### src/design/dms_defines.svh
// constants for the detector mode switch controller
`ifndef DMS_DEFINES_SVH
`define DMS_DEFINES_SVH
// ----------------------------------------------------------------
// timing
// ----------------------------------------------------------------
`define DMS_CLK_NS 5
`define DMS_SEC_NS 1000000000
`define DMS_CYC_PER_SEC (`DMS_SEC_NS / `DMS_CLK_NS)
`define DMS_LOGOFF_SEC 11'd15
`define DMS_SETTLE_SEC 11'd5
`define DMS_COMBO_D1_SEC 11'd10
`define DMS_COMBO_D2_SEC 11'd20
// ----------------------------------------------------------------
// airflow tables
// ----------------------------------------------------------------
`define DMS_TOL_00 7'd20
`define DMS_TOL_01 7'd30
`define DMS_TOL_10 7'd50
`define DMS_TOL_11 7'd10
`define DMS_DLY_00 11'd300
`define DMS_DLY_01 11'd600
`define DMS_DLY_10 11'd1200
`define DMS_DLY_11 11'd10
// ----------------------------------------------------------------
// register map (byte addresses) and fields
// ----------------------------------------------------------------
`define DMS_REG_CTRL 5'h00
`define DMS_REG_LIMITS 5'h04
`define DMS_REG_STATUS 5'h08
`define DMS_REG_CONFIG 5'h0C
`define DMS_REG_AIRREF 5'h10
`define DMS_REG_TIME 5'h14
`define DMS_REG_DATE 5'h18
`define DMS_CTRL_KEY_BIT 0
`define DMS_LIMITS_RST 24'hCCCCC8
`define DMS_RESP_OKAY 2'b00
`define DMS_RESP_SLVERR 2'b10
`endif

### src/design/dms_pkg.sv
// types for the detector mode switch controller
`default_nettype none
package dms_pkg;
  typedef enum logic [1:0] {
    DMS_OPER = 2'b00,
    DMS_INIT = 2'b01,
    DMS_ISOL = 2'b10
  } dms_state_t;
endpackage
`default_nettype wire

### src/design/dms_ctrl.sv
// detector mode switch controller with AXI4-Lite register slave
//
// Decided for this implementation: the register offsets and the AXI4-Lite register port.
`default_nettype none
`include "dms_defines.svh"
module dms_ctrl #(
  parameter int CYC_PER_SEC = `DMS_CYC_PER_SEC,
  parameter int NMOD = 2,
  parameter int NREL = 4,
  parameter int NOC = 2,
  parameter int NEXP = 8
) (
  // clock and reset
  input wire logic ref_clk,
  input wire logic rst_n,
  // front panel switches and key
  input wire logic [3:0] classSel,
  input wire logic [3:0] holesSel,
  input wire logic [3:0] modeSel,
  input wire logic [3:0] airflowDip,
  input wire logic confirmKey,
  // airflow sensor
  input wire logic [15:0] airflowMeas,
  // plug-in modules and memory card
  input wire logic [NMOD-1:0] modPresent,
  input wire logic cardPresent,
  input wire logic dateFileStart,
  input wire logic dateByteValid,
  input wire logic [7:0] dateByte,
  // output requests from alarm logic
  input wire logic [NREL-1:0] relayReq,
  input wire logic [NOC-1:0] ocReq,
  input wire logic [NEXP-1:0] expReq,
  // AXI4-Lite slave
  input wire logic [4:0] s_axi_awaddr,
  input wire logic s_axi_awvalid,
  output logic s_axi_awready,
  input wire logic [31:0] s_axi_wdata,
  input wire logic [3:0] s_axi_wstrb,
  input wire logic s_axi_wvalid,
  output logic s_axi_wready,
  output logic [1:0] s_axi_bresp,
  output logic s_axi_bvalid,
  input wire logic s_axi_bready,
  input wire logic [4:0] s_axi_araddr,
  input wire logic s_axi_arvalid,
  output logic s_axi_arready,
  output logic [31:0] s_axi_rdata,
  output logic [1:0] s_axi_rresp,
  output logic s_axi_rvalid,
  input wire logic s_axi_rready,
  // decoded settings
  output logic [3:0] sensRange_q,
  output logic [3:0] sensStep_q,
  output logic [6:0] airTolPct_q,
  output logic [10:0] airDelaySec_q,
  // indicators and outputs
  output logic classLed_q,
  output logic holesLed_q,
  output logic [9:0] airLedBar_q,
  output logic faultLed_q,
  output logic comLed_q,
  output logic panelFault_q,
  output logic [NREL-1:0] relayOut_q,
  output logic [NOC-1:0] open_collector_outputs_q,
  output logic [NEXP-1:0] expOut_q,
  output logic [NMOD-1:0] modActive_q,
  output logic loggingActive_q,
  output logic cardDeleteFile_q
);
  // ----------------------------------------------------------------
  // functions
  // ----------------------------------------------------------------
  function automatic logic comboBad(input logic [3:0] c,
                                    input logic [3:0] h,
                                    input logic [23:0] lim);
    logic [3:0] l;
    l = 4'hF;
    case (c)
      4'hA: l = lim[3:0];
      4'hB: l = lim[7:4];
      4'hC: l = lim[11:8];
      4'hD: l = lim[15:12];
      4'hE: l = lim[19:16];
      4'hF: l = lim[23:20];
      default: l = 4'hF;
    endcase
    return (h == 4'h0) || (h > l);
  endfunction

  // separator expected at a date file position, zero means a digit
  function automatic logic [7:0] sepAt(input logic [4:0] i);
    case (i)
      5'd2, 5'd5: sepAt = 8'h3A;
      5'd8, 5'd19: sepAt = 8'h3B;
      5'd11, 5'd14: sepAt = 8'h2E;
      default: sepAt = 8'h00;
    endcase
  endfunction

  // ----------------------------------------------------------------
  // second tick and flash phase
  // ----------------------------------------------------------------
  logic [31:0] tickCnt_q;
  logic secTick;
  logic flash_q;
  assign secTick = (tickCnt_q == 32'(CYC_PER_SEC - 1));
  always_ff @(posedge ref_clk or negedge rst_n) begin
    if (!rst_n) begin
      tickCnt_q <= 32'h0;
      flash_q <= 1'b0;
    end else begin
      tickCnt_q <= secTick ? 32'h0 : tickCnt_q + 32'h1;
      if (secTick) flash_q <= ~flash_q;
    end
  end

  // ----------------------------------------------------------------
  // switch decoding
  // ----------------------------------------------------------------
  logic [23:0] limits_q;
  logic [10:0] comboCnt_q;
  logic comboFault_q;
  logic bad;
  assign bad = comboBad(classSel, holesSel, limits_q);
  always_ff @(posedge ref_clk or negedge rst_n) begin
    if (!rst_n) begin
      sensRange_q <= 4'h0;
      sensStep_q <= 4'h0;
      airTolPct_q <= `DMS_TOL_00;
      airDelaySec_q <= `DMS_DLY_00;
    end else begin
      sensRange_q <= classSel;
      sensStep_q <= holesSel;
      case (airflowDip[1:0])
        2'b00: airTolPct_q <= `DMS_TOL_00;
        2'b10: airTolPct_q <= `DMS_TOL_01;
        2'b01: airTolPct_q <= `DMS_TOL_10;
        default: airTolPct_q <= `DMS_TOL_11;
      endcase
      case (airflowDip[3:2])
        2'b00: airDelaySec_q <= `DMS_DLY_00;
        2'b10: airDelaySec_q <= `DMS_DLY_01;
        2'b01: airDelaySec_q <= `DMS_DLY_10;
        default: airDelaySec_q <= `DMS_DLY_11;
      endcase
    end
  end

  // invalid pair: flash after the first delay, fault after the second
  always_ff @(posedge ref_clk or negedge rst_n) begin
    if (!rst_n) begin
      comboCnt_q <= 11'd0;
      comboFault_q <= 1'b0;
      classLed_q <= 1'b0;
      holesLed_q <= 1'b0;
    end else begin
      if (!bad) comboCnt_q <= 11'd0;
      else if (secTick && !comboFault_q) comboCnt_q <= comboCnt_q + 11'd1;
      comboFault_q <= bad &&
        (comboCnt_q >= `DMS_COMBO_D1_SEC + `DMS_COMBO_D2_SEC);
      classLed_q <= bad && (comboCnt_q >= `DMS_COMBO_D1_SEC) && flash_q;
      holesLed_q <= bad && (comboCnt_q >= `DMS_COMBO_D1_SEC) && flash_q;
    end
  end

  // ----------------------------------------------------------------
  // mode selector and confirm key
  // ----------------------------------------------------------------
  dms_pkg::dms_state_t state_q;
  logic keyPrev_q, softKey_q, keyPress, initDone_q;
  logic [10:0] settleCnt_q, logoffCnt_q;
  logic logoff_q;
  logic [15:0] airRef_q;
  assign keyPress = (confirmKey && !keyPrev_q) || softKey_q;
  always_ff @(posedge ref_clk or negedge rst_n) begin
    if (!rst_n) begin
      keyPrev_q <= 1'b0;
      state_q <= dms_pkg::DMS_OPER;
    end else begin
      keyPrev_q <= confirmKey;
      if (keyPress) begin
        case (modeSel)
          4'h0: state_q <= dms_pkg::DMS_INIT;
          4'h1: state_q <= dms_pkg::DMS_OPER;
          4'h2: state_q <= dms_pkg::DMS_ISOL;
          default: state_q <= state_q;
        endcase
      end
    end
  end

  // initial reset: reference taken once the settle time has passed
  always_ff @(posedge ref_clk or negedge rst_n) begin
    if (!rst_n) begin
      settleCnt_q <= 11'd0;
      initDone_q <= 1'b0;
      airRef_q <= 16'h0;
    end else if (keyPress && modeSel == 4'h0) begin
      settleCnt_q <= 11'd0;
      initDone_q <= 1'b0;
    end else if (state_q == dms_pkg::DMS_INIT && !initDone_q) begin
      if (settleCnt_q >= `DMS_SETTLE_SEC) begin
        airRef_q <= airflowMeas;
        initDone_q <= 1'b1;
      end else if (secTick) begin
        settleCnt_q <= settleCnt_q + 11'd1;
      end
    end
  end

  // ----------------------------------------------------------------
  // airflow supervision
  // ----------------------------------------------------------------
  logic [15:0] diff;
  logic airOut;
  logic [10:0] airCnt_q;
  logic airFault_q;
  assign diff = (airflowMeas > airRef_q) ? airflowMeas - airRef_q
                                         : airRef_q - airflowMeas;
  assign airOut = initDone_q &&
    (({8'h0, diff} * 24'd100) > ({17'h0, airTolPct_q} * {8'h0, airRef_q}));
  always_ff @(posedge ref_clk or negedge rst_n) begin
    if (!rst_n) begin
      airCnt_q <= 11'd0;
      airFault_q <= 1'b0;
    end else begin
      if (!airOut) airCnt_q <= 11'd0;
      else if (secTick && airCnt_q < airDelaySec_q)
        airCnt_q <= airCnt_q + 11'd1;
      airFault_q <= airOut && (airCnt_q >= airDelaySec_q);
    end
  end

  // ----------------------------------------------------------------
  // modules, card and logoff window
  // ----------------------------------------------------------------
  logic started_q, cardReg_q, missingFault_q;
  logic [NMOD-1:0] modReg_q;
  always_ff @(posedge ref_clk or negedge rst_n) begin
    if (!rst_n) begin
      started_q <= 1'b0;
      modReg_q <= '0;
      cardReg_q <= 1'b0;
      logoff_q <= 1'b0;
      logoffCnt_q <= 11'd0;
      missingFault_q <= 1'b0;
    end else begin
      started_q <= 1'b1;
      if (!started_q) begin
        modReg_q <= modPresent;
        cardReg_q <= cardPresent;
      end else if (logoff_q) begin
        modReg_q <= modReg_q & modPresent;
        cardReg_q <= cardReg_q && cardPresent;
        if (secTick) logoffCnt_q <= logoffCnt_q + 11'd1;
        if (logoffCnt_q >= `DMS_LOGOFF_SEC) logoff_q <= 1'b0;
      end else begin
        if (cardPresent) cardReg_q <= 1'b1;
        if (keyPress && modeSel == 4'h6 &&
            state_q != dms_pkg::DMS_INIT) begin
          logoff_q <= 1'b1;
          logoffCnt_q <= 11'd0;
        end
      end
      missingFault_q <= !logoff_q && started_q &&
        ((|(modReg_q & ~modPresent)) || (cardReg_q && !cardPresent));
    end
  end

  // ----------------------------------------------------------------
  // date file parser
  // ----------------------------------------------------------------
  logic [4:0] dIdx_q;
  logic dErr_q, byteOk;
  logic [55:0] digits_q;
  logic [23:0] timeHms_q;
  logic [31:0] dateDmy_q;
  logic [7:0] sep;
  assign sep = sepAt(dIdx_q);
  assign byteOk = (sep != 8'h00) ? (dateByte == sep)
                : (dateByte >= 8'h30 && dateByte <= 8'h39);
  always_ff @(posedge ref_clk or negedge rst_n) begin
    if (!rst_n) begin
      dIdx_q <= 5'd0;
      dErr_q <= 1'b0;
      digits_q <= 56'h0;
      timeHms_q <= 24'h0;
      dateDmy_q <= 32'h0;
      cardDeleteFile_q <= 1'b0;
    end else begin
      cardDeleteFile_q <= 1'b0;
      if (dateFileStart || !cardPresent) begin
        dIdx_q <= 5'd0;
        dErr_q <= !cardPresent;
      end else if (dateByteValid && !dErr_q) begin
        if (!byteOk) dErr_q <= 1'b1;
        else if (sep == 8'h00) digits_q <= {digits_q[51:0], dateByte[3:0]};
        if (byteOk && dIdx_q == 5'd19) begin
          timeHms_q <= digits_q[55:32];
          dateDmy_q <= digits_q[31:0];
          cardDeleteFile_q <= 1'b1;
          dErr_q <= 1'b1;
        end
        dIdx_q <= dIdx_q + 5'd1;
      end
    end
  end

  // ----------------------------------------------------------------
  // outputs and indicators
  // ----------------------------------------------------------------
  logic isol, anyFault;
  assign isol = (state_q == dms_pkg::DMS_ISOL);
  assign anyFault = comboFault_q || airFault_q || missingFault_q;
  always_ff @(posedge ref_clk or negedge rst_n) begin
    if (!rst_n) begin
      relayOut_q <= '0;
      open_collector_outputs_q <= '0;
      expOut_q <= '0;
      faultLed_q <= 1'b0;
      panelFault_q <= 1'b0;
      airLedBar_q <= 10'h000;
      comLed_q <= 1'b0;
      modActive_q <= '0;
      loggingActive_q <= 1'b0;
    end else begin
      relayOut_q <= isol ? '0 : relayReq;
      open_collector_outputs_q <= isol ? '0 : ocReq;
      expOut_q <= isol ? '0 : expReq;
      faultLed_q <= isol || anyFault;
      panelFault_q <= isol || anyFault;
      if (logoff_q) airLedBar_q <= {10{flash_q}};
      else airLedBar_q <= initDone_q ? 10'h030 : 10'h000;
      modActive_q <= logoff_q ? '0 : modReg_q;
      loggingActive_q <= cardReg_q && !logoff_q;
      comLed_q <= cardReg_q && !logoff_q && flash_q;
    end
  end

  // ----------------------------------------------------------------
  // AXI4-Lite slave
  // ----------------------------------------------------------------
  logic awHave_q, wHave_q;
  logic [4:0] awAddr_q;
  logic [31:0] wData_q;
  logic [3:0] wStrb_q;
  logic doWrite;
  assign s_axi_awready = !awHave_q && !s_axi_bvalid;
  assign s_axi_wready = !wHave_q && !s_axi_bvalid;
  assign s_axi_arready = !s_axi_rvalid;
  assign doWrite = awHave_q && wHave_q && !s_axi_bvalid;
  always_ff @(posedge ref_clk or negedge rst_n) begin
    if (!rst_n) begin
      awHave_q <= 1'b0;
      wHave_q <= 1'b0;
      awAddr_q <= 5'h0;
      wData_q <= 32'h0;
      wStrb_q <= 4'h0;
      s_axi_bvalid <= 1'b0;
      s_axi_bresp <= `DMS_RESP_OKAY;
      limits_q <= `DMS_LIMITS_RST;
      softKey_q <= 1'b0;
    end else begin
      softKey_q <= 1'b0;
      if (s_axi_awvalid && s_axi_awready) begin
        awHave_q <= 1'b1;
        awAddr_q <= s_axi_awaddr;
      end
      if (s_axi_wvalid && s_axi_wready) begin
        wHave_q <= 1'b1;
        wData_q <= s_axi_wdata;
        wStrb_q <= s_axi_wstrb;
      end
      if (doWrite) begin
        awHave_q <= 1'b0;
        wHave_q <= 1'b0;
        s_axi_bvalid <= 1'b1;
        s_axi_bresp <= `DMS_RESP_OKAY;
        case (awAddr_q & 5'h1C)
          `DMS_REG_CTRL:
            softKey_q <= wStrb_q[0] && wData_q[`DMS_CTRL_KEY_BIT];
          `DMS_REG_LIMITS: begin
            for (int b = 0; b < 3; b++) begin
              if (wStrb_q[b]) limits_q[b*8 +: 8] <= wData_q[b*8 +: 8];
            end
          end
          `DMS_REG_STATUS, `DMS_REG_CONFIG, `DMS_REG_AIRREF,
          `DMS_REG_TIME, `DMS_REG_DATE: ;
          default: s_axi_bresp <= `DMS_RESP_SLVERR;
        endcase
      end else if (s_axi_bvalid && s_axi_bready) begin
        s_axi_bvalid <= 1'b0;
      end
    end
  end

  always_ff @(posedge ref_clk or negedge rst_n) begin
    if (!rst_n) begin
      s_axi_rvalid <= 1'b0;
      s_axi_rdata <= 32'h0;
      s_axi_rresp <= `DMS_RESP_OKAY;
    end else if (s_axi_arvalid && s_axi_arready) begin
      s_axi_rvalid <= 1'b1;
      s_axi_rresp <= `DMS_RESP_OKAY;
      case (s_axi_araddr & 5'h1C)
        `DMS_REG_CTRL: s_axi_rdata <= 32'h0;
        `DMS_REG_LIMITS: s_axi_rdata <= {8'h0, limits_q};
        `DMS_REG_STATUS: s_axi_rdata <= {24'h0, cardReg_q, missingFault_q,
          airFault_q, comboFault_q, logoff_q, initDone_q, state_q};
        `DMS_REG_CONFIG: s_axi_rdata <= {2'h0, airDelaySec_q,
          airTolPct_q, 4'h0, sensStep_q, sensRange_q};
        `DMS_REG_AIRREF: s_axi_rdata <= {16'h0, airRef_q};
        `DMS_REG_TIME: s_axi_rdata <= {8'h0, timeHms_q};
        `DMS_REG_DATE: s_axi_rdata <= dateDmy_q;
        default: begin
          s_axi_rdata <= 32'h0;
          s_axi_rresp <= `DMS_RESP_SLVERR;
        end
      endcase
    end else if (s_axi_rvalid && s_axi_rready) begin
      s_axi_rvalid <= 1'b0;
    end
  end

  // ----------------------------------------------------------------
  // assertions
  // ----------------------------------------------------------------
  property p_init_start;
    @(posedge ref_clk) disable iff (!rst_n)
    keyPress && modeSel == 4'h0 |=> state_q == dms_pkg::DMS_INIT;
  endproperty
  a_init_start: assert property (p_init_start)
    else $error("mode 0 key did not start initial reset");

  property p_oper;
    @(posedge ref_clk) disable iff (!rst_n)
    keyPress && modeSel == 4'h1 |=> state_q == dms_pkg::DMS_OPER;
  endproperty
  a_oper: assert property (p_oper)
    else $error("mode 1 key did not restore operation");

  property p_isol_out;
    @(posedge ref_clk) disable iff (!rst_n)
    isol |=> relayOut_q == '0 && expOut_q == '0 &&
      open_collector_outputs_q == '0;
  endproperty
  a_isol_out: assert property (p_isol_out)
    else $error("output active while isolated");

  property p_isol_flt;
    @(posedge ref_clk) disable iff (!rst_n)
    isol ##1 isol |-> faultLed_q && panelFault_q;
  endproperty
  a_isol_flt: assert property (p_isol_flt)
    else $error("isolation not reported as fault");

  property p_air_fault;
    @(posedge ref_clk) disable iff (!rst_n)
    $rose(airFault_q) |-> $past(airOut) &&
      $past(airCnt_q) >= $past(airDelaySec_q);
  endproperty
  a_air_fault: assert property (p_air_fault)
    else $error("airflow fault before delay expired");

  property p_logoff;
    @(posedge ref_clk) disable iff (!rst_n)
    started_q && !logoff_q && keyPress && modeSel == 4'h6 &&
      state_q != dms_pkg::DMS_INIT |=>
      logoff_q ##1 airLedBar_q == {10{$past(flash_q)}};
  endproperty
  a_logoff: assert property (p_logoff)
    else $error("logoff window did not open");

  property p_no_missing;
    @(posedge ref_clk) disable iff (!rst_n)
    logoff_q |=> !missingFault_q;
  endproperty
  a_no_missing: assert property (p_no_missing)
    else $error("missing fault during logoff");

  property p_ignore;
    @(posedge ref_clk) disable iff (!rst_n)
    !(keyPress && modeSel <= 4'h2) |=> $stable(state_q);
  endproperty
  a_ignore: assert property (p_ignore)
    else $error("mode changed without a defined key press");

  c_init_done: cover property (@(posedge ref_clk) disable iff (!rst_n)
    $rose(initDone_q));
  c_date_load: cover property (@(posedge ref_clk) disable iff (!rst_n)
    cardDeleteFile_q);
  c_logoff_end: cover property (@(posedge ref_clk) disable iff (!rst_n)
    $fell(logoff_q));
endmodule
`default_nettype wire

### config.mk
export PLATFORM = sky130hd
export DESIGN_NAME = dms_ctrl
export DESIGN_NICKNAME = d
export VERILOG_FILES = /design/src/design/dms_pkg.sv /design/src/design/dms_ctrl.sv
export VERILOG_INCLUDE_DIRS = /design/src /design/src/design
export SDC_FILE = /design/constraint.sdc
export NUM_CORES = 1
export LEC_CHECK = 0
export BUFFER_PORTS_ARGS = -buffer_cell sky130_fd_sc_hd__buf_4
export CAP_MARGIN = 30
export CORE_ASPECT_RATIO = 0.7
export CORE_UTILIZATION = 23
export DETAILED_ROUTE_END_ITERATION = 12
export SLEW_MARGIN = 20
export SYNTH_ARGS = -nofsm -noshare
export SYNTH_HDL_FRONTEND = slang
export SYNTH_SLANG_ARGS = --single-unit
### constraint.sdc
create_clock -name ref_clk -period 10.9 [get_ports ref_clk]
set_clock_uncertainty 0.2 [all_clocks]
set_input_delay 0.545 -clock ref_clk [delete_from_list [all_inputs] [get_ports ref_clk]]
set_output_delay 0.545 -clock ref_clk [all_outputs]
set_load 0.005 [all_outputs]
==> impl_results.md <==
* Status: finished, final reports clean
* GRT Residual Overflow at 0
* Die height at between 200 and 300 µm
* Layout cells sized above 1 at 0.207
* Reg2reg setup slack at ~1.6 ns
* First-pass GRT wire length at 93600 µm
* Reg2reg end: airFault_q$_DFF_PN0_
* Setup crit start kind: flop
* Setup Buffers After CTS at 0
* Clk buf depth at 3
* Dominant cells by area after synthesis: dfrtp_1 38%, ha_1 11%, mux2_2 7.3%, fa_1 5.0%, inv_1 3.1%
* Crit-path max FO at 28
* Critical path startpoint: airRef_q[9]$_DFFE_PN0P_
* Fmax at 107 MHz
* Cells after synthesis at 2139
* Routed Antenna Nets at 0
* Final hold vios at 0
* CTS tree: built
* Final WL at 59300 µm
* Fillers at between 9000 and 10000
* Synth warnings at 0
* Seq/Total Area, Yosys at 0.402
* Die X at 375 µm
* Die area at 0.0986 mm²
* Worst path required time at 11.14 ns
* P&R area growth vs syn at 21.6%
* #FFs+latches synth at 359
* Pre-antenna DRT Iters at 5
* Max cap viols at 0
* Post-synth top area share at 0.383
* Reg2Reg Depth at 30
* Top_reg_cell synth: dfrtp_1
* Buffers on Ports at 194
* CP dominant cell by count: ha_1
* Final max-slew violation count at 0
* Area leader, netlist: dfrtp_1
* Resize count post-CTS at 0
* H-tree depth at 2
* Cell Area, Synth at between 0.02 and 0.025 mm²
* Nets at roughly 2700
* CP max stage delay at 0.73 ns
* Worst skew pair latency at 0.60 ns
* Synth cell count leaders: 343 x dfrtp_1, 193 x ha_1, 186 x inv_1
* Async S/R FF share, synth at 1.00
* Cell with the most instances after synthesis: dfrtp_1
* Setup TNS at 0 ns
* Reg2reg start: airRef_q[9]$_DFFE_PN0P_
* Final setup fails at 0
* CTS buffer count at 38
* 1st-iter DRT viols at 1093
* CTS Hold Buffers Added at 67
* Relative max-transition margin at 0.348
* Slew @ Worst Pin at between 0.9 and 1 ns
* DRC Markers at 0
* Post-synth EDFFs at 0
* Largest net degree at the start of global routing at ~160
* RSZ-0062 raised after global routing: no
* Routability Congestion at around 0.84
* Crit Path Category: reg2reg
* Starting density of the core at 0.233
* Crit. End Element: flop
* CP arrival at 9.55 ns
* Total vias in the final route at about 16000
* Initial antenna violation count at 3
* Crit share post-route at 0.855
* Crit path to: airFault_q$_DFF_PN0_
* Mean Syn Cell Area at around 10 µm²
* Vias in the first global route at 16100
* Root buf cell: clkbuf_16
* Std cell rows at 95
* Crit path time final at 9.32 ns
* Worst path slowest cell: a2111oi_0
* Hpwl dp at 44600 µm
* Post-DR vias/cell at 4.48
* Clock Sinks at 359
* Routed len/inst at around 16 µm
* Core area at ~0.096 mm²
* Number of library cell types mapped by synthesis at 74
* Tot GR Track Use at 0.120
* Boundary Pins at 213
* Hold Path Class: in2reg
* Reg clk slew, reported paths at 0.07 ns
==> critical path: cells and delay by family (launching register included) <==
family / cells / cell delay (ns)
XOR/XNOR: 2 / 0.35
adder cells (fa/ha/maj): 6 / 2.39
buffers and inverters: 4 / 0.69
flip-flops: 1 / 0.53
AO/OA/AOI/OAI: 11 / 3.04
AND/OR/NAND/NOR: 6 / 1.55
multiplexers: 1 / 0.38
==> sequential cells by signal (all words and copies together) (netlist names), 3 cells and up <==
signal	count
airCnt_q	11
airDelaySec_q	7
airRef_q	16
airTolPct_q	5
awAddr_q	3
comboCnt_q	11
dIdx_q	5
dateDmy_q	32
digits_q	56
expOut_q	8
limits_q	24
logoffCnt_q	11
relayOut_q	4
s_axi_rdata	32
sensRange_q	4
sensStep_q	4
settleCnt_q	11
tickCnt_q	32
timeHms_q	24
wData_q	24
wStrb_q	3
==> placed cells by master (no fill, tap or decap), drive strengths merged, types with 7 or more instances in the layout <==
master       Yosys  layout
dfrtp          343     343
buf             43     216
ha             193     193
inv            186     191
mux2           186     186
nand2          164     164
nor2           111     111
o21ai           96      96
a21oi           82      82
and2            74      74
dlygate4sd3      0      67
xnor2           65      65
fa              56      56
clkbuf          48      50
nand3           39      39
nand4           32      32
xor2            31      31
mux2i           29      29
a21o            29      29
nor3            28      28
nor2b           26      26
a211oi          24      24
a22oi           24      24
and3            19      19
or3             19      19
nor4            18      18
dfstp           16      16
o21a            15      15
a221oi          14      14
o21bai          12      12
nand2b          11      11
o31ai            9       9
a31oi            9       9
o211ai           7       7
clkinv           0       7
==> worst min path at each step <==
stage                                           start                     endpoint  depth (start not counted)
after floorplan                                 rst_n      airCnt_q[0]$_DFFE_PN0P_                          0
after global placement    s_axi_rdata[30]$_DFFE_PN0P_  s_axi_rdata[30]$_DFFE_PN0P_                          2
after detailed placement  s_axi_rdata[31]$_DFFE_PN0P_  s_axi_rdata[31]$_DFFE_PN0P_                          2
after CTS                             airflowMeas[11]     airRef_q[11]$_DFFE_PN0P_                          3
after global routing                    airflowDip[3]   airDelaySec_q[9]$_DFF_PN0_                          2
final                                 airflowMeas[11]     airRef_q[11]$_DFFE_PN0P_                          3
==> kinds of logic (layout without fill, tap and decap cells) <==
group	after synthesis	after routing	synth area share
flops	359	359	0.402
fa+ha+maj	249	249	0.158
buf+inv	277	538	0.0527
simple gates	568	568	0.127
mux	215	215	0.113
xor+xnor	96	96	0.0375
compound gates	373	373	0.109
other cells	2	10	0.000335
==> per-stage QoR <==
| stage | worst slack (ns) | utilization | instance area (µm²) | std cells | hold WS, ns |
|---|---|---|---|---|---|
| 2_1_floorplan | 3.11 | - | 22400 | 2143 | 0.0494 |
| 3_3_place_gp | 1.77 | 0.261 | 25100 | 3527 | 0.260 |
| 3_5_place_dp | 1.72 | 0.261 | 25100 | 3527 | 0.267 |
| 4_1_cts | 1.73 | 0.282 | 27200 | 3663 | 0.00165 |
| 5_1_grt | 0.908 | 0.283 | 27200 | 3665 | 0.0280 |
| 6_report | 1.58 | 0.283 | 27200 | 3669 | 0.0394 |
==> area by class of cell <==
| class | instances | area (µm²) | share of cell area |
|---|---|---|---|
| Tap cell | 1261 | 1580 | 0.0579 |
| Sequential cell | 359 | 9000 | 0.331 |
| Clock inverter | 19 | 292 | 0.0107 |
| Multi-Input combinational cell | 1507 | 12200 | 0.449 |
| Antenna cell | 4 | 10.0 | 0.000368 |
| Inverter | 186 | 698 | 0.0256 |
| Timing Repair Buffer | 283 | 2350 | 0.0864 |
| Clock buffer | 50 | 1060 | 0.0388 |
==> layer usage <==
| metal | vias to the layer above | track usage | wire, µm |
|---|---|---|---|
| met5 | - | 0 | 0 |
| met2 | 373 | 0.172 | 24300 |
| met1 | 8067 | 0.181 | 30300 |
| li1 | 7916 | - | - |
| met3 | 75 | 0.0229 | 3240 |
| met4 | 0 | 0.0329 | 1480 |
Power is not shown: default switching activity piles up to over one toggle a cycle in this logic, so the estimate is an artifact.
